===== src/core/ccr_defines.svh =====
// Constants, offsets and field positions of the core control registers
`ifndef CCR_DEFINES_SVH
`define CCR_DEFINES_SVH

// ----------------------------------------
// Register indices (byte address = 4 * index)
// ----------------------------------------
`define CCR_ADDR_W        10
`define CCR_IDX_W         8
`define CCR_IDX_PCL0      8'h02
`define CCR_IDX_PCL1      8'h82
`define CCR_IDX_INTCTL0   8'h0B
`define CCR_IDX_INTCTL1   8'h8B
`define CCR_IDX_OPTION    8'h81
`define CCR_IDX_POWER     8'h8E
`define CCR_IDX_PCLATCH0  8'h0A
`define CCR_IDX_PCLATCH1  8'h8A

// ----------------------------------------
// Field positions
// ----------------------------------------
`define CCR_OPT_PUDIS     7
`define CCR_OPT_EDGE      6
`define CCR_OPT_TSRC      5
`define CCR_OPT_TEDGE     4
`define CCR_OPT_PSA       3
`define CCR_IC_GIE        7
`define CCR_IC_TIE        5
`define CCR_IC_EIE        4
`define CCR_IC_CIE        3
`define CCR_IC_TIF        2
`define CCR_IC_EIF        1
`define CCR_IC_CIF        0
`define CCR_PWR_POR       1

// ----------------------------------------
// Reset values
// ----------------------------------------
`define CCR_OPTION_RST    8'hFF
`define CCR_INTCTL_RST    8'h00
`define CCR_LATCH_RST     5'h00
`define CCR_TRATE_RST     4'h8
`define CCR_WRATE_RST     3'h7

`endif


===== src/core/ccr_pkg.sv =====
// Types shared by the core control register bank
package ccr_pkg;
    typedef enum logic {
        CCR_PS_TIMER = 1'b0,
        CCR_PS_WDOG  = 1'b1
    } ccr_ps_target_t;

    typedef enum logic {
        CCR_SRC_INTERNAL = 1'b0,
        CCR_SRC_PIN      = 1'b1
    } ccr_tsrc_t;
endpackage : ccr_pkg


===== src/core/ccr_core_control_registers.sv =====
// Option, interrupt control, power status and program counter bank
`timescale 1ns/1ns
`include "ccr_defines.svh"

module ccr_core_control_registers #(
    parameter int PC_WIDTH = 13
) (
    input  wire logic                  clk,
    input  wire logic                  sys_rst,
    input  wire logic                  powerOnCause,
    // APB slave
    input  wire logic                  psel,
    input  wire logic                  penable,
    input  wire logic                  pwrite,
    input  wire logic [`CCR_ADDR_W-1:0] paddr,
    input  wire logic [31:0]           pwdata,
    output logic      [31:0]           prdata,
    output logic                       pready,
    output logic                       pslverr,
    // Core events and pins
    input  wire logic                  timerOverflow,
    input  wire logic                  extInterruptPin,
    input  wire logic                  extTimerClockPin,
    input  wire logic                  instructionCycleTick,
    input  wire logic [7:0]            portBPins,
    input  wire logic [7:0]            portBDirIn,
    input  wire logic                  portBRead,
    // Program counter control
    input  wire logic                  pcIncrement,
    input  wire logic                  pcJump,
    input  wire logic [10:0]           jumpAddr,
    // Outputs to the rest of the core
    output logic [7:0]                 pullupEnable,
    output logic                       timerTick,
    output ccr_pkg::ccr_ps_target_t    prescalerTarget,
    output logic [3:0]                 timerRateLog2,
    output logic [2:0]                 watchdogRateLog2,
    output logic                       irqPending,
    output logic [PC_WIDTH-1:0]        progCounter
);
    import ccr_pkg::*;

    // ----------------------------------------
    // Elaboration check
    // ----------------------------------------
    generate
        if (PC_WIDTH != 13) begin : gBadWidth
            $error("PC_WIDTH must be 13");
        end
    endgenerate

    // ----------------------------------------
    // Decode
    // ----------------------------------------
    function automatic logic hit(
        input logic [`CCR_ADDR_W-1:0] addr,
        input logic [`CCR_IDX_W-1:0]  idx
    );
        hit = (addr == {idx, 2'b00});
    endfunction : hit

    logic [7:0]          option_r;
    logic [7:0]          intCtl_r;
    logic                porStatus_r;
    logic [4:0]          pcLatch_r;
    logic [3:0]          portBOld_r;
    logic                extPinPrev_r;
    logic                tmrPinPrev_r;

    logic                setupPhase;
    logic                wrEn;
    logic                selPcl;
    logic                selIntCtl;
    logic                selOption;
    logic                selPower;
    logic                selLatch;
    logic                mapped;

    assign setupPhase = psel & ~penable;
    assign wrEn       = psel & penable & pready & pwrite;
    assign selPcl     = hit(paddr, `CCR_IDX_PCL0) | hit(paddr, `CCR_IDX_PCL1);
    // Both bank addresses reach the same register
    assign selIntCtl  = hit(paddr, `CCR_IDX_INTCTL0) | hit(paddr, `CCR_IDX_INTCTL1);
    assign selOption  = hit(paddr, `CCR_IDX_OPTION);
    assign selPower   = hit(paddr, `CCR_IDX_POWER);
    assign selLatch   = hit(paddr, `CCR_IDX_PCLATCH0) | hit(paddr, `CCR_IDX_PCLATCH1);
    assign mapped     = selPcl | selIntCtl | selOption | selPower | selLatch;

    // ----------------------------------------
    // APB answer
    // ----------------------------------------
    // No wait state: the answer registered in the setup cycle is ready in the access cycle
    always_ff @(posedge clk) begin
        if (sys_rst) begin
            pready <= 1'b0;
        end else begin
            pready <= setupPhase;
        end
    end

    always_ff @(posedge clk) begin
        if (sys_rst) begin
            pslverr <= 1'b0;
        end else begin
            pslverr <= setupPhase & ~mapped;
        end
    end

    always_ff @(posedge clk) begin
        if (sys_rst) begin
            prdata <= 32'h0000_0000;
        end else if (setupPhase) begin
            prdata <= 32'h0000_0000;
            if (selPcl) begin
                prdata[7:0] <= progCounter[7:0];
            end
            if (selIntCtl) begin
                prdata[7:0] <= intCtl_r & 8'hBF;
            end
            if (selOption) begin
                prdata[7:0] <= option_r;
            end
            if (selPower) begin
                prdata[`CCR_PWR_POR] <= porStatus_r;
            end
            if (selLatch) begin
                prdata[4:0] <= pcLatch_r;
            end
        end
    end

    // ----------------------------------------
    // Option register
    // ----------------------------------------
    always_ff @(posedge clk) begin
        if (sys_rst) begin
            option_r <= `CCR_OPTION_RST;
        end else if (wrEn && selOption) begin
            option_r <= pwdata[7:0];
        end
    end

    // ----------------------------------------
    // Edge detection
    // ----------------------------------------
    logic extEdge;
    logic tmrPinEdge;
    logic changeSeen;
    logic [3:0] mismatch;

    always_ff @(posedge clk) begin
        if (sys_rst) begin
            extPinPrev_r <= 1'b0;
            tmrPinPrev_r <= 1'b0;
        end else begin
            extPinPrev_r <= extInterruptPin;
            tmrPinPrev_r <= extTimerClockPin;
        end
    end

    // Rising when edge select is 1, falling when 0
    assign extEdge = option_r[`CCR_OPT_EDGE]
                   ? (extInterruptPin & ~extPinPrev_r)
                   : (~extInterruptPin & extPinPrev_r);

    // Edge select 1 counts high-to-low
    assign tmrPinEdge = option_r[`CCR_OPT_TEDGE]
                      ? (~extTimerClockPin & tmrPinPrev_r)
                      : (extTimerClockPin & ~tmrPinPrev_r);

    // Snapshot of the upper pins at each port read
    always_ff @(posedge clk) begin
        if (sys_rst) begin
            portBOld_r <= 4'h0;
        end else if (portBRead) begin
            portBOld_r <= portBPins[7:4];
        end
    end

    // Output pins are left out of the comparison
    generate
        for (genvar i = 0; i < 4; i++) begin : gMismatch
            assign mismatch[i] = portBDirIn[i+4] & (portBPins[i+4] ^ portBOld_r[i]);
        end
    endgenerate
    assign changeSeen = |mismatch;

    // ----------------------------------------
    // Interrupt control register
    // ----------------------------------------
    logic [2:0] flagSet;
    assign flagSet = {timerOverflow, extEdge, changeSeen};

    // Events set flags ignoring every enable
    always_ff @(posedge clk) begin
        if (sys_rst) begin
            intCtl_r <= `CCR_INTCTL_RST;
        end else if (wrEn && selIntCtl) begin
            intCtl_r[7:3] <= {pwdata[7], 1'b0, pwdata[5:3]};
            intCtl_r[2:0] <= pwdata[2:0] | flagSet;
        end else begin
            intCtl_r[`CCR_IC_TIF] <= intCtl_r[`CCR_IC_TIF] | timerOverflow;
            intCtl_r[`CCR_IC_EIF] <= intCtl_r[`CCR_IC_EIF] | extEdge;
            intCtl_r[`CCR_IC_CIF] <= intCtl_r[`CCR_IC_CIF] | changeSeen;
        end
    end

    // Global enable gates the individually enabled sources
    always_ff @(posedge clk) begin
        if (sys_rst) begin
            irqPending <= 1'b0;
        end else begin
            irqPending <= intCtl_r[`CCR_IC_GIE] &
                          |(intCtl_r[5:3] & intCtl_r[2:0]);
        end
    end

    // ----------------------------------------
    // Power status
    // ----------------------------------------
    // A plain reset keeps the bit; only power-on clears it
    always_ff @(posedge clk) begin
        if (sys_rst) begin
            if (powerOnCause) begin
                porStatus_r <= 1'b0;
            end
        end else if (wrEn && selPower) begin
            porStatus_r <= pwdata[`CCR_PWR_POR];
        end
    end

    // ----------------------------------------
    // Program counter
    // ----------------------------------------
    always_ff @(posedge clk) begin
        if (sys_rst) begin
            pcLatch_r <= `CCR_LATCH_RST;
        end else if (wrEn && selLatch) begin
            pcLatch_r <= pwdata[4:0];
        end
    end

    // Software write outranks jump and increment
    always_ff @(posedge clk) begin
        if (sys_rst) begin
            progCounter <= '0;
        end else if (wrEn && selPcl) begin
            progCounter <= {pcLatch_r, pwdata[7:0]};
        end else if (pcJump) begin
            progCounter <= {pcLatch_r[4:3], jumpAddr};
        end else if (pcIncrement) begin
            progCounter <= PC_WIDTH'(progCounter + 1'b1);
        end
    end

    // ----------------------------------------
    // Derived control outputs
    // ----------------------------------------
    // Pull-up only on input pins, and only while enabled
    always_ff @(posedge clk) begin
        if (sys_rst) begin
            pullupEnable <= 8'h00;
        end else begin
            pullupEnable <= option_r[`CCR_OPT_PUDIS] ? 8'h00 : portBDirIn;
        end
    end

    always_ff @(posedge clk) begin
        if (sys_rst) begin
            timerTick <= 1'b0;
        end else if (ccr_tsrc_t'(option_r[`CCR_OPT_TSRC]) == CCR_SRC_PIN) begin
            timerTick <= tmrPinEdge;
        end else begin
            timerTick <= instructionCycleTick;
        end
    end

    always_ff @(posedge clk) begin
        if (sys_rst) begin
            prescalerTarget <= CCR_PS_WDOG;
        end else begin
            prescalerTarget <= ccr_ps_target_t'(option_r[`CCR_OPT_PSA]);
        end
    end

    // Timer divides by 2^(n+1), watchdog by 2^n
    always_ff @(posedge clk) begin
        if (sys_rst) begin
            timerRateLog2    <= `CCR_TRATE_RST;
            watchdogRateLog2 <= `CCR_WRATE_RST;
        end else begin
            timerRateLog2    <= {1'b0, option_r[2:0]} + 4'h1;
            watchdogRateLog2 <= option_r[2:0];
        end
    end

endmodule : ccr_core_control_registers


===== config.mk =====
export PLATFORM = sky130hd
export DESIGN_NAME = ccr_core_control_registers
export DESIGN_NICKNAME = d
export VERILOG_FILES = /design/src/core/ccr_pkg.sv /design/src/core/ccr_core_control_registers.sv
export VERILOG_INCLUDE_DIRS = /design/src /design/src/core
export SDC_FILE = /design/constraint.sdc
export NUM_CORES = 1
export LEC_CHECK = 0
export BUFFER_PORTS_ARGS = -buffer_cell sky130_fd_sc_hd__buf_2
export CAP_MARGIN = 25
export CORE_ASPECT_RATIO = 1.75
export CORE_MARGIN = 3
export CORE_UTILIZATION = 43
export DETAILED_ROUTE_END_ITERATION = 7
export PLACE_DENSITY_LB_ADDON = 0.12
export SLEW_MARGIN = 40
export SYNTH_ARGS = -nofsm -noshare
export SYNTH_HDL_FRONTEND = slang
export SYNTH_SLANG_ARGS = --single-unit
export TNS_END_PERCENT = 50

===== constraint.sdc =====
create_clock -name clk -period 1.5 [get_ports clk]
set_input_delay 0.225 -clock clk [delete_from_list [all_inputs] [get_ports clk]]
set_output_delay 0.225 -clock clk [all_outputs]
set_load 0.05 [all_outputs]

==> impl_metrics.tcl <==
set metrics [dict create \
    min_path_cells 2 \
    fin_cells 603 \
    syn_area_per_cell_sq_um 8.54 \
    initial_utilization_pct 45.1 \
    cts_buffers 9 \
    drive_above_1_share_pct 35.4 \
    ant_nets 0 \
    crit_chain "ha_1 > buf_4 > nand3_1 > xor2_1 > a221oi_2 > a21oi_1 > nor3_1" \
    syn_area_sq_mm 0.00331 \
    cts_buffer_depth 2 \
    grt_start_max_net_pins 38 \
    cp.required_ns 1.74 \
    synth-edff-count 1 \
    tritoncts "done" \
    synth-main-ff-cell "dfxtp_1" \
    drt-initial-drc-count 166 \
    chipWidth_microns 72.3 \
    p_leak_nw 2.05 \
    gp_congestion 0.846 \
    r2r-end "progCounter[4]" \
    netlist-cell-type-count 52 \
    syn_inst 387 \
    grt_pass1_wl_microns 14400 \
    cts_root_buffer "clkbuf_16" \
    fin_nets 596 \
    ff2ff_setup_slack_ns 0.07 \
    p_per_area_mw_per_mm2 1070 \
    clk_latency_ns 0.33 \
    grt-ovfl-total 0 \
    core_area_sq_mm 0.00734 \
    cp-end-kind "flip-flop" \
    max_freq_mhz 700 \
    slowest_delay_ns 0.34 \
    startpoint_type "flip-flop" \
    ios 147 \
    period_share_pct 95.3 \
    slowest_stage "dfxtp_4" \
    drv_slew 0 \
    path_max_fanout 3 \
    dp_slack_ns -0.131 \
    post-route-drc-count 0 \
    io_buffers 94 \
    nFillCells 700 \
    yosysWarnings 0 \
    num_vias 3154 \
    hold_viol 0 \
    hold_path.class "in -> reg" \
    hpwl_microns 7050 \
    critical_path_class "reg -> reg" \
    critPathArrivalTime_ns 1.67 \
    grt.total_usage_pct 21.2 \
    antenna_found_initial 0 \
    maxCapViolCount 0 \
    synthArstFlopShare_pct 0 \
    seq_area_sq_mm 0.00139 \
    regToRegStartpoint "progCounter[0]" \
    placed_cells 587 \
    wl_per_cell_microns 15.0 \
    die-area_sq_mm 0.00882 \
    vias_per_cell 5.23 \
    dr.pass1.iters 4 \
    setup_ws_ns 0.0708 \
    reg2reg_depth 7 \
    ys_seq_area_share_pct 41.5 \
    routed_wl_microns 9040 \
    period_needed_ns 1.43 \
    multiInputGateArea_sq_mm 0.00176 \
    peakVddDrop_v 0.000570 \
    status "finished clean" \
    htreeDepth 3 \
    clk_pin_slew_ns 0.05 \
    grt_pass1_vias 3074 \
    clock_sinks 68 \
    die_y_microns 122 \
    synth.ff_latch_count 68 \
    setup_viol 0 \
    fin_worst_skew_ns 0.00269 \
    hold_buffers 0 \
    rsz0062_at_grt "false" \
    hp-start "portBDirIn[0]" \
    antennaDiodeCount 0 \
    area_growth_pct 33.2 \
    rows 41 \
    min_to "pullupEnable[0]" \
]
-- Yosys cell counts (2+ instances only) --
cell type,n,area [sq um]
nor4_1,2,12.5
nand3b_1,9,67.6
o21ai_0,17,85.1
a22oi_1,2,15.0
nor2_1,32,120
nand4_1,3,18.8
dfxtp_1,67,1340
xor2_1,10,87.6
a21oi_1,21,105
a31oi_1,4,25.0
nor3_1,11,55.1
ha_1,2,25.0
nand2_1,47,176
buf_4,24,180
clkbuf_1,9,33.8
nand4_2,2,25.0
mux2i_1,11,110
nand2b_1,4,25.0
inv_1,13,48.8
xnor2_1,7,61.3
buf_6,2,22.5
and4_1,3,26.3
or2_2,4,25.0
nor2b_1,8,50.1
a211oi_1,5,37.5
nand3_1,12,60.1
nor3b_1,2,15.0
and2_1,10,62.6
a221oi_1,9,78.8
a22o_1,6,52.6
buf_2,7,35.0
o211ai_1,2,15.0
-- final cells by class --
class / count / share of cell area [%]
Clock buffer: 11 / 5.74
Clock inverter: 5 / 1.14
Inverter: 13 / 1.11
Multi-Input combinational cell: 286 / 39.9
Sequential cell: 68 / 31.6
Tap cell: 86 / 2.44
Timing Repair Buffer: 134 / 18.1
-- how the worst max path moves through the flow --
stage                   start              end  slack (ns)  cells after the start
2_1_floorplan  progCounter[2]   progCounter[9]       -0.07                      6
3_3_place_gp         paddr[1]  progCounter[10]       -0.08                      8
3_5_place_dp         paddr[1]      porStatus_r       -0.13                      6
4_1_cts        progCounter[5]  progCounter[12]        0.01                      5
5_1_grt        progCounter[0]   progCounter[2]        0.01                      6
6_report       progCounter[0]   progCounter[4]        0.07                      7
-- power by group --
group          internal, W  total, W  switching [W]  leakage (nW)
clock network      0.00136   0.00210       0.000734         0.155
registers          0.00187   0.00191      0.0000388         0.559
logic             0.000229  0.000717       0.000488          1.34
total              0.00346   0.00472        0.00126          2.05
-- state kept, by name (all words and copies together) (netlist names), 3 cells and up --
| signal | count |
|---|---|
| prdata | 8 |
| intCtl_r | 7 |
| option_r | 8 |
| pullupEnable | 8 |
| progCounter | 13 |
| portBOld_r | 4 |
| pcLatch_r | 5 |
| watchdogRateLog2 | 3 |
| timerRateLog2 | 4 |
-- per-layer routing --
| metal | up-vias | wire length, microns | track usage (%) |
|---|---|---|---|
| met5 | - | 0 | 0 |
| met4 | 0 | 271 | 10.4 |
| met3 | 23 | 486 | 4.79 |
| met2 | 114 | 4940 | 39.4 |
| met1 | 1469 | 3350 | 21.4 |
| li1 | 1548 | - | - |
-- cell usage in the layout (no fill, tap or decap), drive strengths merged, types with 3 or more instances in the layout --
cell type | synthesis | layout
clkinv | 0 | 4
nor2b | 8 | 8
and4 | 3 | 3
buf | 34 | 134
nand4 | 5 | 5
nand2b | 4 | 4
xor2 | 10 | 10
nand3 | 12 | 12
nor3 | 12 | 12
o21ai | 17 | 17
and2 | 11 | 11
or2 | 4 | 4
a31oi | 4 | 4
a22o | 6 | 6
nor2 | 33 | 33
mux2i | 11 | 11
nand2 | 48 | 48
xnor2 | 7 | 7
inv | 13 | 13
a211oi | 5 | 5
a21oi | 21 | 21
clkbuf | 9 | 11
dfxtp | 67 | 67
conb | 1 | 24
a221oi | 9 | 9
nand3b | 9 | 9
-- logic make-up after synthesis --
family,synth area share (%)
flops,41.5
fa+ha+maj,0.757
other cells,0.113
xor+xnor,4.50
buf+inv,9.80
simple gates,25.4
compound gates,14.6
mux,3.33
-- worst max-delay path: cells and delay by family (launching register included) --
kind / cells / cell delay [ns]
AO/OA/AOI/OAI: 2 / 0.28
XOR/XNOR: 1 / 0.16
flip-flops: 1 / 0.34
adder cells (fa/ha/maj): 1 / 0.17
buffers and inverters: 1 / 0.15
AND/OR/NAND/NOR: 2 / 0.26
-- through the flow --
step                      util, %  TNS [ns]  hold slack, ns  area (sq um)  power [W]
after floorplan                 -    -0.166           0.334          3430    0.00244
after global placement       55.3    -0.687           0.429          4050    0.00264
after detailed placement     55.3     -1.30           0.428          4050    0.00265
after CTS                    59.4         0          0.0887          4360    0.00475
after global routing         60.0         0           0.104          4400    0.00489
final                        60.0         0          0.0964          4400    0.00472
-- repair_timing --
action / 4_1_cts / 5_1_grt
setup buffers: 0 / 0
cloned: 0 / 0
gates resized for setup: 1 / 11
pin swaps: 0 / 3
endpoints found under the setup margin: 3 / 9
No activity file was read; power rests on OpenSTA's default activity.
